File: config.mk
export PLATFORM = sky130hd
export DESIGN_NAME = serial_spi_port
export DESIGN_NICKNAME = d
export VERILOG_FILES = /design/src/shared/serial_pkg.sv /design/src/hdl/serial_spi_port.sv /design/src/hdl/serial_rate_divider.sv
export SDC_FILE = /design/constraint.sdc
export NUM_CORES = 1
export LEC_CHECK = 0
export ABC_CLOCK_PERIOD_IN_PS = 5700
export CAP_MARGIN = 10
export CORE_AREA = 2 2 60 118
export CTS_CLUSTER_DIAMETER = 100
export DETAILED_ROUTE_END_ITERATION = 6
export DIE_AREA = 0 0 62 120
export DONT_BUFFER_PORTS = 1
export PLACE_DENSITY = 0.7
export SYNTH_ARGS = -nofsm -noshare
export SYNTH_HDL_FRONTEND = slang
export SYNTH_SLANG_ARGS = --single-unit
File: constraint.sdc
create_clock -name clk_sys -period 5.7 [get_ports clk_sys]
set_input_delay 0.57 -clock clk_sys [delete_from_list [all_inputs] [get_ports clk_sys]]
set_output_delay 0.57 -clock clk_sys [all_outputs]
set_load 0.005 [all_outputs]
File: src/shared/serial_pkg.sv
package serial_pkg;

  // ----------------------------------------
  // Register offsets on the register port
  // ----------------------------------------
  localparam logic [7:0] OFS_DATA = 8'h00;  // Shift data register
  localparam logic [7:0] OFS_CTL0 = 8'h01;  // Enable, mode, prescaler
  localparam logic [7:0] OFS_CTL1 = 8'h02;  // Two-wire use only
  localparam logic [7:0] OFS_CTL2 = 8'h03;  // Edge, order, flags

  // ----------------------------------------
  // Field positions
  // ----------------------------------------
  localparam int CTL0_MODE_LSB = 5;  // Three-bit mode field
  localparam int CTL0_PRE_LSB  = 2;  // Three-bit peripheral prescaler
  localparam int CTL0_ON_BIT   = 1;  // Unit on/off
  localparam int CTL2_POL_BIT  = 5;  // Clock idle polarity
  localparam int CTL2_EDGE_BIT = 4;  // Clock active edge
  localparam int CTL2_MLS_BIT  = 3;  // Bit order, 1 = MSB first
  localparam int CTL2_SELECT_PIN_ENABLE_BIT = 2;  // Select pin enable
  localparam int CTL2_WRITE_COLLISION_FLAG_BIT = 1;  // Write collision flag
  localparam int CTL2_TRF_BIT  = 0;  // Transfer done flag

  // ----------------------------------------
  // Reset values and counts
  // ----------------------------------------
  localparam logic [7:0] CTL_RESET      = 8'h00;  // All control bits clear
  localparam logic [7:0] DATA_RESET     = 8'h00;  // Data clears to zero at reset
  localparam logic       SCK_IDLE_RESET = 1'b1;   // Polarity 0 idles high
  localparam logic [3:0] BYTE_BITS      = 4'h8;   // Bits per transfer

  // Half periods of the master clock in system cycles
  localparam logic [5:0] HALF_DIV2  = 6'h01;
  localparam logic [5:0] HALF_DIV4  = 6'h02;
  localparam logic [5:0] HALF_DIV16 = 6'h08;
  localparam logic [5:0] HALF_DIV64 = 6'h20;

  // ----------------------------------------
  // Types
  // ----------------------------------------
  typedef enum logic [2:0] {
    MODE_DIV4    = 3'b000,
    MODE_DIV16   = 3'b001,
    MODE_DIV64   = 3'b010,
    MODE_DIV1    = 3'b011,
    MODE_DIV2    = 3'b100,
    MODE_SLAVE   = 3'b101,
    MODE_TWOWIRE = 3'b110,
    MODE_UNUSED  = 3'b111
  } serial_mode_e;

  typedef enum logic {
    ST_IDLE = 1'b0,
    ST_RUN  = 1'b1
  } link_state_e;

  typedef struct packed {
    logic [7:0] addr;   // Register offset
    logic [7:0] wdata;  // Write data
    logic       wr;     // Write strobe
    logic       rd;     // Read strobe
  } reg_req_s;

  typedef struct packed {
    logic sdi;    // Serial data in
    logic sck;    // Clock pin level
    logic scs_n;  // Select pin level
  } pins_in_s;

  typedef struct packed {
    logic sdo;
    logic sdo_oe;
    logic sck;
    logic sck_oe;
    logic scs_n;
    logic scs_n_oe;
  } pins_out_s;

  // Undivided clock cannot come from a flop, so it runs as /2
  function automatic logic [5:0] half_period(input serial_mode_e m);
    logic [5:0] h;
    h = HALF_DIV2;
    if (m == MODE_DIV4) h = HALF_DIV4;
    if (m == MODE_DIV16) h = HALF_DIV16;
    if (m == MODE_DIV64) h = HALF_DIV64;
    return h;
  endfunction

endpackage

File: src/hdl/serial_spi_port.sv
`timescale 1ns/1ps
module serial_spi_port
(
  // Clock and reset
  input  wire logic                 clk_sys,
  input  wire logic                 rstn,
  // Configuration options
  input  wire logic                 opt_serial_function,
  input  wire logic                 opt_select_bit,
  input  wire logic                 opt_collision_bit,
  // Register port
  input  wire serial_pkg::reg_req_s req,
  output logic [7:0]                rdata,
  // Serial pins
  input  wire serial_pkg::pins_in_s pins_i,
  output serial_pkg::pins_out_s     pins_o,
  // Status to the rest of the chip
  output logic                      twowire_selected,
  output logic [2:0]                periph_prescale
);
  import serial_pkg::*;

  // ----------------------------------------
  // Registers and decoded fields
  // ----------------------------------------
  logic [7:0]   ctl0;                  // First control
  logic [7:0]   ctl1;                  // Second control, two-wire only
  logic [7:2]   ctl2;                  // Third control, stored part
  logic [7:0]   serial_shift_data;     // Data and shift register
  logic         transfer_done_flag;    // Sticky done
  logic         write_collision_flag;  // Sticky collision
  serial_mode_e serial_mode_select;
  logic         serial_unit_on;
  logic         clock_idle_polarity;
  logic         clock_active_edge;
  logic         bit_order_select;
  logic         select_pin_enable;

  assign serial_mode_select  = serial_mode_e'(ctl0[CTL0_MODE_LSB +: 3]);
  assign serial_unit_on      = ctl0[CTL0_ON_BIT];
  assign clock_idle_polarity = ctl2[CTL2_POL_BIT];
  assign clock_active_edge   = ctl2[CTL2_EDGE_BIT];
  assign bit_order_select    = ctl2[CTL2_MLS_BIT];
  assign select_pin_enable   = ctl2[CTL2_SELECT_PIN_ENABLE_BIT];

  // ----------------------------------------
  // Operating conditions
  // ----------------------------------------
  logic is_master;      // One of the master rates
  logic is_slave;       // Slave mode
  logic engine_on;      // SPI logic live
  logic select_active;  // Select pin has its SPI role
  logic idle_lvl;       // Clock base level
  logic active_rising;  // Active edge is rising

  assign is_master = serial_mode_select inside
    {MODE_DIV4, MODE_DIV16, MODE_DIV64, MODE_DIV1, MODE_DIV2};
  assign is_slave  = (serial_mode_select == MODE_SLAVE);
  // Option, unit on and an SPI mode must all hold
  assign engine_on = opt_serial_function && serial_unit_on && (is_master || is_slave);
  assign select_active = engine_on && opt_select_bit && select_pin_enable;
  assign idle_lvl      = !clock_idle_polarity;
  assign active_rising = (clock_idle_polarity == clock_active_edge);

  // ----------------------------------------
  // Pin synchronisers
  // ----------------------------------------
  logic sdi_m, sdi_s;         // Data in, two stages
  logic sck_m, sck_s, sck_d;  // Clock in, two stages and a delay
  logic scs_m, scs_s;         // Select in, two stages

  // Pins are asynchronous to clk_sys
  always_ff @(posedge clk_sys or negedge rstn)
  begin
    if (!rstn)
    begin
      sdi_m <= 1'b0;
      sdi_s <= 1'b0;
      sck_m <= 1'b0;
      sck_s <= 1'b0;
      sck_d <= 1'b0;
      scs_m <= 1'b1;
      scs_s <= 1'b1;
    end
    else
    begin
      sdi_m <= pins_i.sdi;
      sdi_s <= sdi_m;
      sck_m <= pins_i.sck;
      sck_s <= sck_m;
      sck_d <= sck_s;
      scs_m <= pins_i.scs_n;
      scs_s <= scs_m;
    end
  end

  // ----------------------------------------
  // Bus decode
  // ----------------------------------------
  logic wr_data, wr_ctl0, wr_ctl1, wr_ctl2;

  assign wr_data = req.wr && (req.addr == OFS_DATA);
  assign wr_ctl0 = req.wr && (req.addr == OFS_CTL0);
  assign wr_ctl1 = req.wr && (req.addr == OFS_CTL1);
  assign wr_ctl2 = req.wr && (req.addr == OFS_CTL2);

  // ----------------------------------------
  // Shift engine events
  // ----------------------------------------
  link_state_e state;      // Master sequencer
  logic        sck_q;      // Master clock level
  logic        sdo_q;      // Outgoing bit
  logic [3:0]  bitcnt;     // Active edges so far
  logic [3:0]  cnt_next;   // Count after this cycle's edge
  logic        div_tick;   // Half-period enable
  logic        slave_sel;  // Slave is selected
  logic        edge_ev;    // Any clock edge
  logic        edge_rise;  // That edge rises
  logic        edge_act;   // Active edge, sample
  logic        edge_inact; // Other edge, drive next bit
  logic        done_pulse; // Byte complete
  logic        busy;       // Transfer in progress
  logic        load_ok;    // Data write accepted
  logic        sel_hold;   // Select kept one cycle past the last edge

  // Deselected slave sees no clock
  assign slave_sel = is_slave && engine_on && (!select_active || !scs_s);

  always_comb
  begin
    edge_ev   = 1'b0;
    edge_rise = 1'b0;
    if (is_master && engine_on && state == ST_RUN)
    begin
      edge_ev   = div_tick;
      edge_rise = !sck_q;
    end
    else if (slave_sel)
    begin
      edge_ev   = (sck_s != sck_d);
      edge_rise = sck_s;
    end
  end

  assign edge_act   = edge_ev && (edge_rise == active_rising);
  assign edge_inact = edge_ev && (edge_rise != active_rising);
  assign cnt_next   = bitcnt + {3'b000, edge_act};
  // Master finishes once clock is back at its base level
  assign done_pulse = (cnt_next == BYTE_BITS) &&
    (is_master ? (edge_ev && edge_rise == idle_lvl) : edge_act);
  assign busy    = is_master ? (state == ST_RUN) : (bitcnt != 4'h0 || edge_ev);
  assign load_ok = wr_data && !busy;

  function automatic logic out_bit(input logic [7:0] v, input logic msb);
    return msb ? v[7] : v[0];
  endfunction

  // ----------------------------------------
  // Rate divider
  // ----------------------------------------
  serial_rate_divider u_div
  (
    .clk_sys     (clk_sys),
    .rstn        (rstn),
    .run         (is_master && engine_on && state == ST_RUN),
    .half_cycles (half_period(serial_mode_select)),
    .tick        (div_tick)
  );

  // ----------------------------------------
  // Master sequencer
  // ----------------------------------------
  // A data write while idle starts the byte
  always_ff @(posedge clk_sys or negedge rstn)
  begin
    if (!rstn)
      state <= ST_IDLE;
    else if (!(is_master && engine_on))
      state <= ST_IDLE;
    else
    begin
      unique case (state)
        ST_IDLE: if (load_ok) state <= ST_RUN;
        ST_RUN:  if (done_pulse) state <= ST_IDLE;
      endcase
    end
  end

  // Master clock toggles per tick, rests at base level otherwise
  always_ff @(posedge clk_sys or negedge rstn)
  begin
    if (!rstn)
      sck_q <= SCK_IDLE_RESET;
    else if (!(is_master && engine_on) || state == ST_IDLE)
      sck_q <= idle_lvl;
    else if (div_tick)
      sck_q <= !sck_q;
  end

  // ----------------------------------------
  // Bit counter and shift data
  // ----------------------------------------
  always_ff @(posedge clk_sys or negedge rstn)
  begin
    if (!rstn)
      bitcnt <= 4'h0;
    else if (!engine_on || (is_slave && !slave_sel) || done_pulse)
      bitcnt <= 4'h0;
    else if (edge_act)
      bitcnt <= cnt_next;
  end

  // Same register carries outgoing and incoming byte
  always_ff @(posedge clk_sys or negedge rstn)
  begin
    if (!rstn)
      serial_shift_data <= DATA_RESET;
    else if (load_ok)
      serial_shift_data <= req.wdata;
    else if (edge_act && bit_order_select)
      serial_shift_data <= {serial_shift_data[6:0], sdi_s};
    else if (edge_act)
      serial_shift_data <= {sdi_s, serial_shift_data[7:1]};
  end

  // Between bytes the output follows the loaded byte's first bit
  always_ff @(posedge clk_sys or negedge rstn)
  begin
    if (!rstn)
      sdo_q <= 1'b0;
    else if (edge_inact && bitcnt != 4'h0)
      sdo_q <= out_bit(serial_shift_data, bit_order_select);
    else if (bitcnt == 4'h0 && !edge_ev)
      sdo_q <= out_bit(serial_shift_data, bit_order_select);
  end

  // ----------------------------------------
  // Control registers and flags
  // ----------------------------------------
  always_ff @(posedge clk_sys or negedge rstn)
  begin
    if (!rstn)
    begin
      ctl0 <= CTL_RESET;
      ctl1 <= CTL_RESET;
      ctl2 <= CTL_RESET[7:2];
    end
    else
    begin
      if (wr_ctl0) ctl0 <= req.wdata;
      if (wr_ctl1) ctl1 <= req.wdata;
      if (wr_ctl2) ctl2 <= req.wdata[7:2];
    end
  end

  // Hardware set beats a software clear in the same cycle
  always_ff @(posedge clk_sys or negedge rstn)
  begin
    if (!rstn)
      transfer_done_flag <= 1'b0;
    else if (done_pulse)
      transfer_done_flag <= 1'b1;
    else if (wr_ctl2 && !req.wdata[CTL2_TRF_BIT])
      transfer_done_flag <= 1'b0;
  end

  // Flag only works when its option is fitted
  always_ff @(posedge clk_sys or negedge rstn)
  begin
    if (!rstn)
      write_collision_flag <= 1'b0;
    else if (wr_data && busy && opt_collision_bit)
      write_collision_flag <= 1'b1;
    else if (wr_ctl2 && !req.wdata[CTL2_WRITE_COLLISION_FLAG_BIT])
      write_collision_flag <= 1'b0;
  end

  // ----------------------------------------
  // Read port
  // ----------------------------------------
  // Data stands only in the cycle after the strobe
  always_ff @(posedge clk_sys or negedge rstn)
  begin
    if (!rstn)
      rdata <= 8'h00;
    else if (!req.rd)
      rdata <= 8'h00;
    else
    begin
      unique case (req.addr)
        OFS_DATA: rdata <= serial_shift_data;
        OFS_CTL0: rdata <= ctl0;
        OFS_CTL1: rdata <= ctl1;
        OFS_CTL2: rdata <= {ctl2, write_collision_flag, transfer_done_flag};
        default:  rdata <= 8'h00;
      endcase
    end
  end

  // ----------------------------------------
  // Pin drivers and status outputs
  // ----------------------------------------
  // All enables drop unless the SPI function owns the pins
  always_ff @(posedge clk_sys or negedge rstn)
  begin
    if (!rstn)
    begin
      pins_o           <= '0;
      sel_hold         <= 1'b0;
      twowire_selected <= 1'b0;
      periph_prescale  <= CTL_RESET[2:0];
    end
    else
    begin
      pins_o.sck      <= sck_q;
      pins_o.sck_oe   <= engine_on && is_master;
      pins_o.sdo      <= sdo_q;
      pins_o.sdo_oe   <= engine_on && (is_master || slave_sel);
      // Release lags the final clock edge, so the slave still sees it selected
      sel_hold        <= (state == ST_RUN);
      pins_o.scs_n    <= !(state == ST_RUN || sel_hold);
      pins_o.scs_n_oe <= select_active && is_master;
      twowire_selected <= opt_serial_function && serial_unit_on &&
        (serial_mode_select == MODE_TWOWIRE);
      periph_prescale  <= ctl0[CTL0_PRE_LSB +: 3];
    end
  end
endmodule

File: src/hdl/serial_rate_divider.sv
`timescale 1ns/1ps
module serial_rate_divider
(
  // Clock and reset
  input  wire logic       clk_sys,
  input  wire logic       rstn,
  // Control
  input  wire logic       run,
  input  wire logic [5:0] half_cycles,
  // Enable pulse
  output logic            tick
);

  // ----------------------------------------
  // Half-period counter
  // ----------------------------------------
  logic [5:0] cnt;  // Cycles since last tick

  // Restarts whenever the master goes idle, so each byte starts aligned
  always_ff @(posedge clk_sys or negedge rstn)
  begin
    if (!rstn)
    begin
      cnt  <= 6'h00;
      tick <= 1'b0;
    end
    else if (!run)
    begin
      cnt  <= 6'h00;
      tick <= 1'b0;
    end
    else if (cnt >= half_cycles - 6'h01)
    begin
      cnt  <= 6'h00;
      tick <= 1'b1;
    end
    else
    begin
      cnt  <= cnt + 6'h01;
      tick <= 1'b0;
    end
  end

endmodule

[Yosys cells after proc, flatten, opt, wreduce, memory -nomap -nowiden]
Index checks and enable logic that the tools add are counted.
Operators by class
  $lt $le $gt $ge: 1
  reduce and logical (&&, ||, !) cells: 59
  shifts and indexed selects: 0
  $add $sub $neg: 3
  multiplexer cells: 33
  bitwise logic cells: 1
  div/mod/pow operators: 0
  $mul: 0
  equal/unequal tests: 15
Operators with widths (number)
  two-way mux 8 bit: 4
  case mux 8 bit (4 select lines): 1
  logical AND 1 bit: 28
  two-way mux 1 bit: 20
  two-way mux 6 bit: 3
  equality test 8 x 2 -> 1 bit (second input constant): 2
  logical NOT 1 bit: 12
  two-way mux 4 bit: 3
  nonzero test 2 bit: 5
  equality test 3 bit (second input constant): 3
  equality test 8 x 1 -> 1 bit (second input constant): 1
  logical NOT 8 bit: 1
  logical OR 1 bit: 8
  adder 6 x 1 -> 6 bit (second input constant): 1
  equality test 3 x 2 -> 1 bit (second input constant): 2
  greater-or-equal comparator 6 bit: 1
  subtractor 6 x 1 -> 6 bit (second input constant): 1
  nonzero test 5 bit: 1
  adder 4 x 1 -> 4 bit: 1
  equality test 4 bit (second input constant): 1
  logical NOT 4 bit: 1
  nonzero test 4 bit: 1
  equality test 1 bit: 3
  equality test 3 x 1 -> 1 bit (second input constant): 1
  6 further kinds: 7
Word-level totals
  bits in writable memories: 0
  memories: 0
  ROM bits: 0
  register bits: 72
  bits in latches: 0
  input bits: 26

[Longest topological paths before layout]
  depth in word-level cells: 19
  mapped depth: 15
  mapped depth without buffers: 12

[Modules after synthesis]
Synthesis repeated with hierarchy kept, for this count alone.
Second synthesis, totals
  cell total of the unflattened synthesis: 305
  area, all modules: 3477.1 um2
Modules (own cells, without submodules)
  serial_spi_port: area each 2986.6 um2, times used 1, sequential area each 1630.3 um2, cells each 254
  serial_rate_divider: area each 490.5 um2, times used 1, sequential area each 175.2 um2, cells each 51

[Worst setup path after synthesis]
No wires, ideal clock.
  kind: in2reg
  from: input opt_select_bit
  to: register bitcnt[0]
  stages: 11
  library setup time: 0.140 ns
  arrival: 3.694 ns
  path buffers: 1
  required time: 5.560 ns
  setup slack: 1.866 ns
  cell sequence: and3_1 or4b_4 a211oi_4 mux2i_1 buf_2 inv_1 ha_1 ha_1 or4_1 nor3b_1 nor3_1
Between the ends
  word-level cells in the longest chain between the ends: 14
  elaborated cells on any way between the ends: 24
  those cells by class: add/sub: 1; eq/ne: 3; mux: 7; reduce/logical: 13
RTL lines
  from (decl): RTL line serial_spi_port.sv:9  | input wire logic opt_select_bit,
  logical AND 1 bit (*) (2 in a row): RTL line serial_spi_port.sv:61  | assign select_active = engine_on && opt_select_bit && select_pin_enable;
  logical NOT 1 bit (*): RTL line serial_spi_port.sv:127  | assign slave_sel = is_slave && engine_on && (!select_active || !scs_s);
  logical OR 1 bit (*): RTL line serial_spi_port.sv:127
  logical AND 1 bit (*): RTL line serial_spi_port.sv:127
  two-way mux 1 bit: RTL line serial_spi_port.sv:138  | else if (slave_sel)
  two-way mux 1 bit: RTL line serial_spi_port.sv:133  | if (is_master && engine_on && state == ST_RUN)
  equality test 1 bit: RTL line serial_spi_port.sv:145  | assign edge_act = edge_ev && (edge_rise == active_rising);
  logical AND 1 bit: RTL line serial_spi_port.sv:145
  adder 4 x 1 -> 4 bit: RTL line serial_spi_port.sv:147  | assign cnt_next = bitcnt + {3'b000, edge_act};
  equality test 4 bit: RTL line serial_spi_port.sv:149  | assign done_pulse = (cnt_next == BYTE_BITS) &&
  logical AND 1 bit: RTL line serial_spi_port.sv:149
  logical OR 1 bit: RTL line serial_spi_port.sv:207  | else if (!engine_on || (is_slave && !slave_sel) || done_pulse)
  two-way mux 4 bit / nonzero test 2 bit (equally long branches)
  to (signal assigned): RTL line serial_spi_port.sv:210  | bitcnt <= cnt_next;
  to (decl): RTL line serial_spi_port.sv:113  | logic [3:0] bitcnt;
Every way passes the cells marked *; elsewhere a longest branch is shown, timed or not. The select of a mux whose other input is x is not followed.
A chain may end at the register's enable or synchronous reset.

[Final worst setup path]
  from: register ctl0[7]
  to: register transfer_done_flag
Between the ends
  word-level cells in the longest chain between the ends: 17
  elaborated cells on any way between the ends: 31
  those cells by class: add/sub: 1; eq/ne: 8; mux: 6; reduce/logical: 16
RTL lines
  from (decl): RTL line serial_spi_port.sv:26  | logic [7:0] ctl0;
  from (signal assigned): RTL line serial_spi_port.sv:250  | if (wr_ctl0) ctl0 <= req.wdata;
  equality test 3 x 1 -> 1 bit, or another cell as far along: RTL line serial_spi_port.sv:56  | assign is_master = serial_mode_select inside
  nonzero test 5 bit: RTL line serial_spi_port.sv:56
  logical OR 1 bit: RTL line serial_spi_port.sv:60  | assign engine_on = opt_serial_function && serial_unit_on && (is_master || is_slave);
  logical AND 1 bit: RTL line serial_spi_port.sv:60
  logical AND 1 bit (2 in a row): RTL line serial_spi_port.sv:61
  logical NOT 1 bit: RTL line serial_spi_port.sv:127
  logical OR 1 bit: RTL line serial_spi_port.sv:127
  logical AND 1 bit: RTL line serial_spi_port.sv:127
  two-way mux 1 bit: RTL line serial_spi_port.sv:138
  two-way mux 1 bit: RTL line serial_spi_port.sv:133
  equality test 1 bit: RTL line serial_spi_port.sv:145
  logical AND 1 bit: RTL line serial_spi_port.sv:145
  adder 4 x 1 -> 4 bit: RTL line serial_spi_port.sv:147
  equality test 4 bit: RTL line serial_spi_port.sv:149
  logical AND 1 bit (*): RTL line serial_spi_port.sv:149
  two-way mux 1 bit / nonzero test 2 bit (equally long branches)
  to (signal assigned): RTL line serial_spi_port.sv:260  | transfer_done_flag <= 1'b0;
  to (signal assigned): RTL line serial_spi_port.sv:262  | transfer_done_flag <= 1'b1;
  to (signal assigned): RTL line serial_spi_port.sv:264  | transfer_done_flag <= 1'b0;
  to (decl): RTL line serial_spi_port.sv:30  | logic transfer_done_flag;
Every way passes the cells marked *; elsewhere a longest branch is shown, timed or not.

==> summary.txt <==
Routing
  • Iteration-0 DRC count of the detailed router: between 100 and 150
  • Vias: 2221
  • Routed length on met1: ~2600 um
  • Initial DRT Pass Iterations: 4
  • Final WL: just over 7000 um
  • Met3 WL: between 300 and 400 um
  • Post-route antenna net violation count: 0
  • Highest routed layer: met4
  • DRC viols: 0
  • Vias per inst: roughly 6.1
  • Wire length on met2: just under 4000 um
  • Post-DR wirelength/cell: ~20 um

Clock tree
  • H-tree depth: 3
  • Clk root buf: clkbuf_16
  • CTS Buf Count: 9
  • Post-CTS Resized: 0
  • CTS tree: built
  • Setup Fix Bufs, Post-CTS: 0
  • Clk_lat worst skew: ~0.33 ns
  • Clock transition at the registers of the reported paths: about 0.050 ns
  • CTS Sinks: 72
  • Max Root-Sink Buffers: 2

Cells and area
  • Commonest non-fill, non-tap cell in the layout: dfrtp_1
  • Most frequent cells in the layout: dfrtp_1, mux2_2, nor2_1
  • Nets@finish: 306
  • Synth-to-Final Area Change: 11.7%
  • Fill count: between 500 and 600
  • Design Area, Final: around 0.0037 mm^2
  • Share of cells above drive strength 1: roughly 18%
  • Diodes inserted: 0

Timing
  • Max Clock Freq: about 250 MHz
  • Final Critical Period: ~4.0 ns
  • Hold WS: between 0.07 and 0.08 ns
  • Period utilisation layout: ~70%
  • RSZ-0062 raised after global routing: false
  • # setup viols final: 0
  • Final Max Slew Viols: 0
  • Fin Setup TNS: 0 ns
  • Final Hold Violating Endpoints: 0
  • Tightest Pin Transition: between 0.8 and 0.9 ns
  • Slew headroom: a little under half
  • Setup Skew: about 0.0050 ns

Critical path
  • CP Class: flop to flop
  • R2r worst-path depth: 11
  • Critical path capture point: transfer_done_flag$_DFFE_PN0P_
  • R2R Path Start: ctl0[7]$_DFFE_PN0P_
  • CP arrival: around 4.2 ns
  • Slowest-stage cell, CP: or4b_4
  • Most common cell on crit path: ha_1
  • Critical path peak fanout: 14
  • Setup crit start kind: flop
  • Worst R2R End: transfer_done_flag$_DFFE_PN0P_
  • CP required: between 5 and 6 ns
  • R2r setup slk: ~1.7 ns
  • CP max stage delay: 0.56 ns
  • Worst path cell trace: nand3_2, or4b_4, a211oi_4, mux2i_1, buf_4, inv_1, ha_1, ha_1, or4_1, nor3b_1, nand2b_1
  • Worst Setup SP: ctl0[7]$_DFFE_PN0P_
  • Setup crit end kind: flop

Placement
  • Post-Place Cell Area: 0.00336 mm^2
  • Global placement routability congestion: 0.870
  • DPL Wire Length: 5030 um
  • PortBufs: 0

Synthesis
  • Compound-gate portion of the synthesized area: between 10% and 20%
  • Largest family of logic cells by synthesized area: multiplexers
  • Syn Area/Cell: about 12 um^2
  • Asr flop ratio synth: between 90% and 100%
  • #FFs+latches synth: between 70 and 80
  • Synth unique cells: 47
  • Adder-Cell Fraction of Synth Area: 3.05%
  • Xor/xnor cell area share of the yosys netlist: 2.13%
  • Sequential-to-total area share from yosys stat: around 55%
  • Main synth FF type: dfrtp_1
  • Mapped Area: 0.00328 mm^2
  • EDFF count, synth: 0
  • Post-synth net total: between 300 and 400
  • Synth warn: 0
  • Portion of netlist area occupied by mux cells: 13.1%
  • Synth Instances: around 270
  • Post-synthesis simple-gate area fraction: between 10% and 20%

Hold path
  • Min-delay worst type: input port to asynchronous set/reset pin

Pwr
  • Worst IR drop on VDD: approximately 0.00018 V
  • Power per cell area: approximately 300 mW/mm^2
  • Pleak: ~1.7 nW

Global routing
  • First-pass GRT wire length: about 12000 um
  • GR Overflow Total: 0
  • Pin count of the biggest net entering global routing: 70
  • Antenna violations before repair: 0
  • Vias in the first global route: about 2300
  • Total track usage: between 20% and 30%

Floorplan
  • Core box area: 0.00657 mm^2
  • Die area: about 0.0074 mm^2
  • Num rows: 42
  • Die width: roughly 62 um
  • Die Ht: ~120 um
  • Initial Utilization: 50.0%
  • I/O pins: between 40 and 50

Run status
  • Status: completed

Flow run
  • Max cap viols: 0
## cells in the mapped netlist (4+ instances only)
cell type,n,area share [%]
xor2_1,5,1.3
a221o_1,8,2.4
clkbuf_1,6,0.69
a22oi_1,16,3.7
a21oi_1,11,1.7
inv_1,5,0.57
ha_1,8,3.1
mux2_2,23,7.9
nor3_1,4,0.61
nand2_1,12,1.4
dfrtp_1,69,53
mux2i_1,17,5.2
a21o_1,6,1.4
nor2_1,22,2.5
nand3_1,4,0.61
## worst min-delay path by stage
stage                     from  slack [ns]  cells past startpoint                     end
after floorplan           rstn        0.27                      0   bitcnt[0]$_DFFE_PN0P_
after global placement    rstn        0.28                      0  u_div.cnt[2]$_DFF_PN0_
after detailed placement  rstn        0.28                      0  u_div.cnt[2]$_DFF_PN0_
after CTS                 rstn        0.07                      0       sck_q$_DFFE_PN1P_
after global routing      rstn        0.07                      0       sck_q$_DFFE_PN1P_
final                     rstn        0.08                      0       sck_q$_DFFE_PN1P_
## per-stage QoR
| step | utilization [%] | std cells | setup WS (ns) | power (mW) |
|---|---|---|---|---|
| 2_1_floorplan | - | 268 | 1.87 | 0.575 |
| 3_3_place_gp | 51.2 | 348 | 1.74 | 0.581 |
| 3_5_place_dp | 51.2 | 348 | 1.65 | 0.582 |
| 4_1_cts | 55.8 | 364 | 1.76 | 1.12 |
| 5_1_grt | 55.8 | 364 | 1.57 | 1.15 |
| 6_report | 55.8 | 364 | 1.75 | 1.11 |
## metal layers
layer / track usage, % / up-vias
li1: - / 1004
met1: 24.4 / 1133
met2: 34.8 / 63
met3: 6.25 / 21
met4: 13.7 / 0
met5: 0 / -
## cell families after synthesis
| kind of cell | Yosys count |
|---|---|
| buffers and inverters | 14 |
| AOI/OAI and AO/OA | 56 |
| muxes | 40 |
| xor gates and xnor gates | 8 |
| DFF | 72 |
| and+or+nand+nor | 70 |
| adders and majority gates | 8 |
## state kept, by name, summed over array words and instances (netlist names), 3 cells and up
name,flops
ctl0,8
ctl1,8
rdata,8
serial_shift_data,8
ctl2,6
pins_o,6
u_div.cnt,6
bitcnt,4
periph_prescale,3
## critical path, delay by kind of cell (launching register included)
family,cells,cell delay [ns]
compound gates,1,0.39
buf+inv,2,0.28
fa+ha+maj,2,0.49
flops,1,0.52
simple gates,5,1.97
mux,1,0.23
## power by group
group,switching (mW),internal [mW],total (mW)
Sequential,0.0153,0.528,0.543
Clock,0.195,0.328,0.523
Combinational,0.0204,0.0213,0.0418
## cell type report
cell class / count / area (um^2) / area share, %
clock buffer: 15 / 278 / 7.58
inverter: 5 / 18.8 / 0.512
multi-input combinational: 182 / 1420 / 38.7
sequential: 72 / 1810 / 49.2
tap: 88 / 110 / 3.00
timing repair buffer: 2 / 35.0 / 0.956
## timing repair
action | 4_1_cts | 5_1_grt
endpoints found under the setup margin | 0 | 0
hold endpoints to repair | 69 | 0
hold buffers | 1 | 0
Note: power is estimated with default switching activity, not from simulation.
